File: src/urs_pkg.sv
/*
 * shared constants and types of the receive status and interrupt block:
 * register offsets, field positions, reset values, modes and carriers.
 * assumes a 32-bit classic wishbone register bus and a 40 MHz core clock.
 */
package urs_pkg;

    // register byte offsets
    localparam logic [4:0] OFS_STATUS_CONTROL = 5'h00;
    localparam logic [4:0] OFS_FORMAT         = 5'h04;
    localparam logic [4:0] OFS_RX_DATA        = 5'h08;
    localparam logic [4:0] OFS_IRQ_STATUS     = 5'h0c;
    localparam logic [4:0] OFS_IRQ_MASK       = 5'h10;

    // fields of the status and control register
    localparam int MASK_LSB    = 24;
    localparam int ADDR_LSB    = 16;
    localparam int ISEL_LSB    = 6;
    localparam int ADDR_DETECT_ENABLE_BIT   = 5;
    localparam int RX_IDLE_FLAG_BIT   = 4;
    localparam int PARITY_ERROR_FLAG_BIT    = 3;
    localparam int FRAMING_ERROR_FLAG_BIT    = 2;
    localparam int RX_OVERRUN_FLAG_BIT    = 1;
    localparam int RXDA_BIT    = 0;
    localparam int NINTH_BIT   = 8;

    // sticky interrupt bits
    localparam int IRQ_W        = 4;
    localparam int IRQ_LEVEL    = 0;
    localparam int IRQ_ADDR     = 1;
    localparam int IRQ_OVERRUN  = 2;
    localparam int IRQ_CHAR_ERR = 3;

    // reset values
    localparam logic [7:0] RST_BYTE = 8'h00;
    localparam logic [1:0] RST_FMT  = 2'h0;
    localparam logic [3:0] RST_IRQ  = 4'h0;

    localparam int CHAR_W = 9;
    localparam int RX_DEPTH = 4;

    typedef enum logic [1:0] {
        ISEL_NOT_EMPTY = 2'h0,
        ISEL_HALF      = 2'h1,
        ISEL_3QUARTER  = 2'h2,
        ISEL_RESERVED  = 2'h3
    } urs_isel_t;

    typedef enum logic [1:0] {
        FMT_8N   = 2'h0,
        FMT_8E   = 2'h1,
        FMT_8O   = 2'h2,
        FMT_9N   = 2'h3
    } urs_fmt_t;

    // one received character with its error marks
    typedef struct packed {
        logic              framing_error_flag;
        logic              parity_error_flag;
        logic [CHAR_W-1:0] data;
    } urs_char_t;

    localparam int ENTRY_W = $bits(urs_char_t);

endpackage : urs_pkg

File: src/urs_rx_status.sv
/*
 * receive status, buffer and interrupt logic of an asynchronous serial port.
 * assumes a receive shift register outside that hands over finished characters
 * with their error marks and reports when a frame is in progress.
 */
// Added by the designer: register access over Wishbone and the placing of the registers.
// Summary of operation
// level select asserts level interrupt at not empty, half, or three quarters full.
// in address mode a character with ninth bit one is an address character.
// address detect enable is ignored unless nine-bit format is selected.
// idle flag reads one when no character is arriving, else zero.
// parity error flag shows parity error of current character.
// framing error flag shows framing error of current character.
// overrun sets on buffer overflow; only a software write of zero clears.
// clearing a set overrun empties the buffer and the shift register.
// data available reads one whenever the buffer holds a character.
// format code three selects nine data bits without parity.
// address compare uses only bits whose mask bit is one.
// buffer holds four characters; half is two, three quarters is three.
// error flags follow the character at the buffer read head.
`timescale 1ns/1ps
module urs_rx_status #(
    parameter int DEPTH = urs_pkg::RX_DEPTH
) (
    // clock and reset
    input  wire logic                    core_clk,
    input  wire logic                    rst_b,
    // wishbone slave
    input  wire logic                    wb_cyc,
    input  wire logic                    wb_stb,
    input  wire logic                    wb_we,
    input  wire logic [4:0]              wb_adr,
    input  wire logic [3:0]              wb_sel,
    input  wire logic [31:0]             wb_dat_w,
    output logic      [31:0]             wb_dat_r,
    output logic                         wb_ack,
    // receive shift register side
    input  wire logic                    rx_busy,
    input  wire logic                    rx_char_valid,
    input  wire urs_pkg::urs_char_t      rx_char,
    output logic                         rx_shift_flush_ff,
    output urs_pkg::urs_fmt_t            data_format_select_ff,
    // interrupt
    output logic                         irq_ff
);

    localparam int AW = $clog2(DEPTH);
    localparam int CW = AW + 1;

    if (DEPTH < 4 || (DEPTH & (DEPTH - 1)) != 0) begin : g_bad_depth
        $error("DEPTH must be a power of two of at least four");
    end

    localparam logic [CW-1:0] FULL_CNT = CW'(DEPTH);
    localparam logic [CW-1:0] HALF_CNT = CW'(DEPTH / 2);
    localparam logic [CW-1:0] TQ_CNT   = CW'((DEPTH * 3) / 4);
    localparam logic [CW-1:0] ONE_CNT  = CW'(1);

    // fill thresholds per code
    function automatic logic level_hit(input urs_pkg::urs_isel_t sel, input logic [CW-1:0] cnt);
        case (sel)
            urs_pkg::ISEL_NOT_EMPTY: level_hit = (cnt >= ONE_CNT);
            urs_pkg::ISEL_HALF:      level_hit = (cnt >= HALF_CNT);
            urs_pkg::ISEL_3QUARTER:  level_hit = (cnt >= TQ_CNT);
            default:                 level_hit = 1'b0;
        endcase
    endfunction : level_hit

    function automatic logic addr_match(input logic [7:0] rx, input logic [7:0] ref_addr,
                                        input logic [7:0] mask);
        addr_match = ((rx ^ ref_addr) & mask) == urs_pkg::RST_BYTE;
    endfunction : addr_match

    function automatic logic [7:0] lane(input logic [7:0] old, input logic en, input logic [7:0] val);
        lane = en ? val : old;
    endfunction : lane

    // registers
    logic [7:0]                 addr_mask_ff;
    logic [7:0]                 match_addr_ff;
    urs_pkg::urs_isel_t         rx_irq_level_select_ff;
    logic                       addr_detect_enable_ff;
    logic                       rx_idle_flag_ff;
    logic                       rx_overrun_flag_ff;
    logic                       addr_matched_ff;
    logic                       level_prev_ff;
    logic [urs_pkg::IRQ_W-1:0]  irq_status_ff;
    logic [urs_pkg::IRQ_W-1:0]  irq_mask_ff;
    logic [AW-1:0]              wr_ptr_ff;
    logic [AW-1:0]              rd_ptr_ff;
    logic [CW-1:0]              count_ff;

    // bus decode
    logic req;
    logic rd_req;
    logic wr_req;
    assign req    = wb_cyc && wb_stb && !wb_ack;
    assign rd_req = req && !wb_we;
    assign wr_req = req && wb_we;

    // buffer control
    logic                       addr_mode;
    logic                       is_addr_char;
    logic                       accept;
    logic                       full;
    logic                       empty;
    logic                       push;
    logic                       overflow;
    logic                       pop;
    logic                       overrun_clear;
    logic                       level_now;
    logic [AW-1:0]              nxt_rd_ptr;
    logic [urs_pkg::IRQ_W-1:0]  irq_events;
    logic [urs_pkg::ENTRY_W-1:0] head_raw;
    urs_pkg::urs_char_t         head;

    // address mode only in nine-bit format
    // format code three is nine bits
    assign addr_mode    = addr_detect_enable_ff && (data_format_select_ff == urs_pkg::FMT_9N);
    // ninth bit marks an address
    assign is_addr_char = rx_char.data[urs_pkg::NINTH_BIT];
    // masked address compare
    assign accept = !addr_mode ? 1'b1 :
                    is_addr_char ? addr_match(rx_char.data[7:0], match_addr_ff, addr_mask_ff) :
                    addr_matched_ff;

    assign full     = (count_ff == FULL_CNT);
    assign empty    = (count_ff == '0);
    assign push     = rx_char_valid && accept && !full;
    assign overflow = rx_char_valid && accept && full;
    assign pop      = rd_req && (wb_adr == urs_pkg::OFS_RX_DATA) && !empty;
    // only a written zero clears; a new overflow in the same cycle wins
    assign overrun_clear = wr_req && (wb_adr == urs_pkg::OFS_STATUS_CONTROL) && wb_sel[0]
                           && !wb_dat_w[urs_pkg::RX_OVERRUN_FLAG_BIT] && rx_overrun_flag_ff && !overflow;
    assign nxt_rd_ptr    = overrun_clear ? '0 : (pop ? AW'(rd_ptr_ff + 1'b1) : rd_ptr_ff);
    assign level_now     = level_hit(rx_irq_level_select_ff, count_ff);
    assign head          = urs_pkg::urs_char_t'(head_raw);

    always_comb begin
        irq_events = '0;
        irq_events[urs_pkg::IRQ_LEVEL]    = level_now && !level_prev_ff;
        irq_events[urs_pkg::IRQ_ADDR]     = rx_char_valid && addr_mode && is_addr_char && accept;
        irq_events[urs_pkg::IRQ_OVERRUN]  = overflow;
        irq_events[urs_pkg::IRQ_CHAR_ERR] = push && (rx_char.parity_error_flag || rx_char.framing_error_flag);
    end

    // four-entry buffer storage
    urs_rx_mem #(
        .WIDTH (urs_pkg::ENTRY_W),
        .DEPTH (DEPTH),
        .AW    (AW)
    ) u_mem (
        .core_clk (core_clk),
        .we       (push),
        .waddr    (wr_ptr_ff),
        .wdata    (rx_char),
        .raddr    (nxt_rd_ptr),
        .rdata    (head_raw)
    );

    // buffer pointers and fill count
    always_ff @(posedge core_clk) begin
        if (!rst_b) begin
            wr_ptr_ff <= '0;
            rd_ptr_ff <= '0;
            count_ff  <= '0;
        // clearing overrun empties the buffer
        end else if (overrun_clear) begin
            wr_ptr_ff <= '0;
            rd_ptr_ff <= '0;
            count_ff  <= '0;
        end else begin
            rd_ptr_ff <= nxt_rd_ptr;
            if (push) begin
                wr_ptr_ff <= AW'(wr_ptr_ff + 1'b1);
            end
            count_ff <= CW'(count_ff + CW'(push) - CW'(pop));
        end
    end

    // shift register flushed together with the buffer
    always_ff @(posedge core_clk) begin
        if (!rst_b) begin
            rx_shift_flush_ff <= 1'b0;
        end else begin
            rx_shift_flush_ff <= overrun_clear;
        end
    end

    // overrun flag set by hardware, cleared by software only
    always_ff @(posedge core_clk) begin
        if (!rst_b) begin
            rx_overrun_flag_ff <= 1'b0;
        end else if (overflow) begin
            rx_overrun_flag_ff <= 1'b1;
        end else if (overrun_clear) begin
            rx_overrun_flag_ff <= 1'b0;
        end
    end

    // idle follows the shift register activity
    always_ff @(posedge core_clk) begin
        if (!rst_b) begin
            rx_idle_flag_ff <= 1'b1;
        end else begin
            rx_idle_flag_ff <= !rx_busy;
        end
    end

    // address match state: data characters pass only after a matching address
    always_ff @(posedge core_clk) begin
        if (!rst_b || !addr_mode) begin
            addr_matched_ff <= 1'b0;
        end else if (rx_char_valid && is_addr_char) begin
            addr_matched_ff <= accept;
        end
    end

    // control fields written by software
    always_ff @(posedge core_clk) begin
        if (!rst_b) begin
            addr_mask_ff           <= urs_pkg::RST_BYTE;
            match_addr_ff          <= urs_pkg::RST_BYTE;
            rx_irq_level_select_ff <= urs_pkg::ISEL_NOT_EMPTY;
            addr_detect_enable_ff  <= 1'b0;
            data_format_select_ff  <= urs_pkg::FMT_8N;
            irq_mask_ff            <= urs_pkg::RST_IRQ;
        end else if (wr_req) begin
            case (wb_adr)
                urs_pkg::OFS_STATUS_CONTROL: begin
                    addr_mask_ff  <= lane(addr_mask_ff, wb_sel[3], wb_dat_w[urs_pkg::MASK_LSB +: 8]);
                    match_addr_ff <= lane(match_addr_ff, wb_sel[2], wb_dat_w[urs_pkg::ADDR_LSB +: 8]);
                    if (wb_sel[0]) begin
                        rx_irq_level_select_ff <= urs_pkg::urs_isel_t'(wb_dat_w[urs_pkg::ISEL_LSB +: 2]);
                        addr_detect_enable_ff  <= wb_dat_w[urs_pkg::ADDR_DETECT_ENABLE_BIT];
                    end
                end
                urs_pkg::OFS_FORMAT: begin
                    if (wb_sel[0]) begin
                        data_format_select_ff <= urs_pkg::urs_fmt_t'(wb_dat_w[1:0]);
                    end
                end
                urs_pkg::OFS_IRQ_MASK: begin
                    if (wb_sel[0]) begin
                        irq_mask_ff <= wb_dat_w[urs_pkg::IRQ_W-1:0];
                    end
                end
                default: begin
                end
            endcase
        end
    end

    // sticky events; a read clears, but an event in that cycle survives
    always_ff @(posedge core_clk) begin
        if (!rst_b) begin
            irq_status_ff <= urs_pkg::RST_IRQ;
            level_prev_ff <= 1'b0;
        end else begin
            level_prev_ff <= level_now;
            if (rd_req && (wb_adr == urs_pkg::OFS_IRQ_STATUS)) begin
                irq_status_ff <= irq_events;
            end else begin
                irq_status_ff <= irq_status_ff | irq_events;
            end
        end
    end

    always_ff @(posedge core_clk) begin
        if (!rst_b) begin
            irq_ff <= 1'b0;
        end else begin
            irq_ff <= |(irq_status_ff & irq_mask_ff);
        end
    end

    // read data; rx data reads as zero when the buffer is empty
    logic [31:0] nxt_rdata;
    always_comb begin
        nxt_rdata = '0;
        case (wb_adr)
            urs_pkg::OFS_STATUS_CONTROL: begin
                nxt_rdata[urs_pkg::MASK_LSB +: 8] = addr_mask_ff;
                nxt_rdata[urs_pkg::ADDR_LSB +: 8] = match_addr_ff;
                nxt_rdata[urs_pkg::ISEL_LSB +: 2] = rx_irq_level_select_ff;
                nxt_rdata[urs_pkg::ADDR_DETECT_ENABLE_BIT]     = addr_detect_enable_ff;
                nxt_rdata[urs_pkg::RX_IDLE_FLAG_BIT]     = rx_idle_flag_ff;
                // parity mark of the head character
                nxt_rdata[urs_pkg::PARITY_ERROR_FLAG_BIT]      = !empty && head.parity_error_flag;
                // framing mark of the head character
                nxt_rdata[urs_pkg::FRAMING_ERROR_FLAG_BIT]      = !empty && head.framing_error_flag;
                nxt_rdata[urs_pkg::RX_OVERRUN_FLAG_BIT]      = rx_overrun_flag_ff;
                // data available
                nxt_rdata[urs_pkg::RXDA_BIT]      = !empty;
            end
            urs_pkg::OFS_FORMAT:     nxt_rdata[1:0] = data_format_select_ff;
            urs_pkg::OFS_RX_DATA:    nxt_rdata[urs_pkg::CHAR_W-1:0] = empty ? '0 : head.data;
            urs_pkg::OFS_IRQ_STATUS: nxt_rdata[urs_pkg::IRQ_W-1:0] = irq_status_ff;
            urs_pkg::OFS_IRQ_MASK:   nxt_rdata[urs_pkg::IRQ_W-1:0] = irq_mask_ff;
            default:                 nxt_rdata = '0;
        endcase
    end

    // single wait-free answer: ack one cycle after the request, unmapped reads zero
    always_ff @(posedge core_clk) begin
        if (!rst_b) begin
            wb_ack   <= 1'b0;
            wb_dat_r <= '0;
        end else begin
            wb_ack   <= req;
            wb_dat_r <= rd_req ? nxt_rdata : '0;
        end
    end

    // level interrupt thresholds
    a_level_two_half: assert property (@(posedge core_clk) disable iff (!rst_b)
        (rx_irq_level_select_ff == urs_pkg::ISEL_HALF && count_ff == HALF_CNT && $stable(count_ff))
        |-> level_now)
        else $error("half level not signalled at two characters");
    a_level_reserved: assert property (@(posedge core_clk) disable iff (!rst_b)
        (rx_irq_level_select_ff == urs_pkg::ISEL_RESERVED) |-> !irq_events[urs_pkg::IRQ_LEVEL])
        else $error("reserved level select raised an event");
    a_addr_needs_nine: assert property (@(posedge core_clk) disable iff (!rst_b)
        (rx_char_valid && data_format_select_ff != urs_pkg::FMT_9N && !full) |-> push)
        else $error("character dropped outside nine-bit mode");
    a_addr_drop_data: assert property (@(posedge core_clk) disable iff (!rst_b)
        (rx_char_valid && addr_mode && !is_addr_char && !addr_matched_ff) |-> !push)
        else $error("data accepted before any address match");
    a_idle_follow: assert property (@(posedge core_clk) disable iff (!rst_b)
        rx_busy[*2] |-> !rx_idle_flag_ff)
        else $error("idle flag high while busy");
    a_overrun_set: assert property (@(posedge core_clk) disable iff (!rst_b)
        overflow |=> rx_overrun_flag_ff && (count_ff == ($past(pop) ? FULL_CNT - ONE_CNT : FULL_CNT)))
        else $error("overflow did not set overrun");
    a_overrun_hold: assert property (@(posedge core_clk) disable iff (!rst_b)
        (rx_overrun_flag_ff && !wr_req) |=> rx_overrun_flag_ff)
        else $error("overrun cleared without a write");
    a_flush_empty: assert property (@(posedge core_clk) disable iff (!rst_b)
        overrun_clear |=> (count_ff == '0) && rx_shift_flush_ff ##1 !rx_shift_flush_ff || overrun_clear)
        else $error("overrun clear did not flush");
    a_count_bound: assert property (@(posedge core_clk) disable iff (!rst_b)
        count_ff <= FULL_CNT)
        else $error("buffer count beyond depth");
    a_rxda_read: assert property (@(posedge core_clk) disable iff (!rst_b)
        (rd_req && wb_adr == urs_pkg::OFS_STATUS_CONTROL) |=> wb_ack && (wb_dat_r[urs_pkg::RXDA_BIT] == ($past(count_ff) != '0)))
        else $error("data available disagrees with count");
    a_ack_pulse: assert property (@(posedge core_clk) disable iff (!rst_b)
        wb_ack |=> !wb_ack)
        else $error("ack held two cycles");

endmodule : urs_rx_status

File: src/urs_rx_mem.sv
/*
 * small receive buffer storage: one write port, one read port whose data
 * come out of a register. assumes the caller keeps the pointers in range.
 */
`timescale 1ns/1ps
module urs_rx_mem #(
    parameter int WIDTH = 11,
    parameter int DEPTH = 4,
    parameter int AW    = 2
) (
    // clock
    input  wire logic             core_clk,
    // write side
    input  wire logic             we,
    input  wire logic [AW-1:0]    waddr,
    input  wire logic [WIDTH-1:0] wdata,
    // read side
    input  wire logic [AW-1:0]    raddr,
    output logic      [WIDTH-1:0] rdata
);

    logic [WIDTH-1:0] mem [DEPTH];

    always_ff @(posedge core_clk) begin
        if (we) begin
            mem[waddr] <= wdata;
        end
    end

    // bypass so a word written into an empty buffer is visible at once
    always_ff @(posedge core_clk) begin
        if (we && (waddr == raddr)) begin
            rdata <= wdata;
        end else begin
            rdata <= mem[raddr];
        end
    end

endmodule : urs_rx_mem

File: config.mk
export PLATFORM = sky130hd
export DESIGN_NAME = urs_rx_status
export DESIGN_NICKNAME = d
export VERILOG_FILES = /design/src/urs_pkg.sv /design/src/urs_rx_status.sv /design/src/urs_rx_mem.sv
export SDC_FILE = /design/constraint.sdc
export NUM_CORES = 1
export LEC_CHECK = 0
export BUFFER_PORTS_ARGS = -buffer_cell sky130_fd_sc_hd__buf_2
export CORE_MARGIN = 2
export CORE_UTILIZATION = 30
export CTS_CLUSTER_SIZE = 10
export DETAILED_ROUTE_END_ITERATION = 10
export GPL_TIMING_DRIVEN = 0
export PLACE_DENSITY = 0.6
export SLEW_MARGIN = 20
export SYNTH_ARGS = -nofsm -noshare
export SYNTH_HDL_FRONTEND = slang
export SYNTH_SLANG_ARGS = --single-unit
File: constraint.sdc
create_clock -name core_clk -period 4.4 [get_ports core_clk]
set_input_delay 0.88 -clock core_clk [delete_from_list [all_inputs] [get_ports core_clk]]
set_output_delay 0.88 -clock core_clk [all_outputs]
set_load 0.02 [all_outputs]
==> results.txt <==
commonest cells after routing, fill and taps aside = buf_2 (77), dfxtp_1 (70), edfxtp_1 (44)
GP Congestion = 0.839
initial antenna violation count = 0
Clock transition at path regs = 0.06 ns
Reg2Reg Depth = 12
routed wire length = 11000 um
Worst EP arrival = 3.58 ns
M1 WL = 5060 um
FF-to-FF Start = match_addr_ff[6]
Crit path required time = 4.68 ns
Hold Buf Count CTS = 0
static leakage = 0.00225 uW
RSZ-0062 raised after global routing = no
CP startpoint = rx_char[6]
die width = 127 um
CTS resizes = 0
Clock Latency Late Sink = 0.41 ns
Power Density = 482 nW/um^2
CTS Buf Count = 17
syn_area_per_cell = 12.4 um^2
Antenna Violating Nets Remaining = 0
Hold Vio Cnt, Final = 0
CTS tree = yes
Tcrit/Tclk final = 75.2%
DR WL met2 = 5130 um
flop-to-flop setup slack = 1.35 ns
Total GRT Usage = 14.0%
core footprint = 15000 um^2
#FFs+latches synth = 114
Post CTS Setup Buffer Count = 0
number of flops mapped to enable cells by yosys = 44
Pins Over Slew Limit = 0
crit path kind = input port to register
YS warnings = 0
worst vdd ir = 0.332 mV
DIE AREA = 16200 um^2
Post-Syn Area = 4570 um^2
max cap viols = 0
top-area cell type share of the netlist area = 30.7%
Layout Cell Area excl Fill = 5790 um^2
largest net degree at the start of global routing = 17
setup tns final = 0 ns
Async SR Flop Fraction = 0%
Clock Sinks = 114
H-tree depth = 4
most common cell after layout, fill and taps aside = buf_2
Vias/cell = 4.79
share of post-route cells with drive strength above 1 = 28.8%
# diodes = 0
num rows = 45
clock skew = 0.0106 ns
nets = 538
startpoint types = input port
root buffer cell = clkbuf_16
die height = 127 um
vias in the first global route = 3140
Placed Area = 5200 um^2
area grow syn2layout = 26.6%
Synth Flop Type = dfxtp_1
Critical Path Sink = count_ff[2]
status = complete, no violations
Synth Instances = 370
Final Setup Violations = 0
post-synthesis sequential area ratio = 59.6%
Starting Density = 30.4%
CP max FO = 6
first-pass GRT wire length = 17000 um
DR WL met3 = 668 um
Synth area leader = dfxtp_1
Hold WS = 0.458 ns
GRT overflow = 0
Ports = 96
DR top layer = met4
drt first pass iters = 6
HP Class = register to register
Port Buffer Count = 75
relative slew slack = 52.2%
Post-DP HPWL = 8010 um
Max Root-Sink Buffers = 2
post-synthesis cell type count = 53
Final min period = 3.31 ns
worst-margin pin slew = 0.717 ns
Max Clk Rate = 0.302 GHz
worst reg2reg endpoint = count_ff[2]
via count = 3213
largest cells by area after synthesis = dfxtp_1 (31%), edfxtp_1 (29%), mux4_2 (5.4%)
DRC errors left = 0
DR iter-0 viols = 310
post-DR wirelength/cell = 16.4 um
Worst setup EP type = register
==> flip-flops by register name, indices dropped and copies added, names as in the netlist, 2 cells and up, named ones only <==
| register | cells |
|---|---|
| irq_mask_ff | 4 |
| wb_dat_r | 25 |
| addr_mask_ff | 8 |
| count_ff | 3 |
| irq_status_ff | 4 |
| match_addr_ff | 8 |
| rd_ptr_ff | 2 |
| wr_ptr_ff | 2 |
| data_format_select_ff | 2 |
| u_mem.mem | 44 |
| rx_irq_level_select_ff | 2 |
==> kinds of logic after synthesis <==
kind of cell	Yosys count	share of synthesized area, %
simple gates	117	13.6
flops	114	59.6
compound gates	51	7.94
buf+inv	34	3.75
mux	33	10.3
xor+xnor	11	2.11
fa+ha+maj	9	2.63
other cells	1	0.0820
==> critical path, cell delays in order <==
cell	delay (ns)
buf_2	0.13
xor2_1	0.15
a222oi_1	0.60
nand2_1	0.18
o21ai_1	0.39
inv_1	0.09
ha_1	0.30
inv_1	0.06
ha_1	0.14
inv_1	0.05
fa_1	0.38
xnor2_1	0.18
nor3_1	0.06
==> where the power goes <==
part           leakage (uW)  internal [uW]  switching, uW
Combinational      0.000997            102            142
Sequential         0.000972           1170           34.3
Clock              0.000278            839            502
==> metrics by stage <==
| stage | power (uW) | worst slack [ns] | utilization, % | instances |
|---|---|---|---|---|
| 2_1_floorplan | 1370 | 1.30 | - | 376 |
| 3_3_place_gp | 1450 | 0.742 | 34.6 | 639 |
| 3_5_place_dp | 1470 | 0.702 | 34.6 | 639 |
| 4_1_cts | 2810 | 1.12 | 38.5 | 671 |
| 5_1_grt | 2900 | 0.900 | 38.5 | 671 |
| 6_report | 2790 | 1.09 | 38.5 | 671 |
==> area by class of cell <==
| type | count | area [um^2] |
|---|---|---|
| Fill cell | 1437 | 9250 |
| Sequential cell | 114 | 2720 |
| Multi-Input combinational cell | 228 | 1700 |
| Clock buffer | 18 | 429 |
| Timing Repair Buffer | 75 | 375 |
| Tap cell | 188 | 235 |
| Clock inverter | 14 | 154 |
| Buffer | 23 | 130 |
| Inverter | 11 | 41.3 |
==> synthesized netlist by cell type, types with 3 or more instances <==
cell type and n:
nand2_1 21, xor2_1 9, buf_4 9, ha_1 8
nor2b_1 3, a32o_1 5, inv_1 11, o21ai_0 3
dfxtp_1 70, a22oi_1 8, a222oi_1 3, clkbuf_1 11
and4_1 3, mux4_2 11, nand3_1 9, nor3_1 8
o211ai_1 4, edfxtp_1 44, nor2_1 31, and2_1 22
nor3b_1 3, mux2i_1 20, a21oi_1 16
==> routing by layer <==
metal / up-vias / GRT usage [%]
met5: - / 0
met4: 0 / 4.27
met3: 12 / 5.11
met2: 116 / 22.1
met1: 1556 / 17.9
li1: 1529 / -
==> worst min-delay path by stage <==
stage | start | end | slack (ns) | cells after the start
global route | rx_idle_flag_ff | wb_dat_r[4] | 0.48 | 1
CTS | rx_idle_flag_ff | wb_dat_r[4] | 0.46 | 1
floorplan | rx_idle_flag_ff | wb_dat_r[4] | 0.42 | 1
finish | rx_idle_flag_ff | wb_dat_r[4] | 0.46 | 1
detailed placement | rx_idle_flag_ff | wb_dat_r[4] | 0.45 | 1
global placement | rx_idle_flag_ff | wb_dat_r[4] | 0.44 | 1
(Power assumes the default switching activity.)
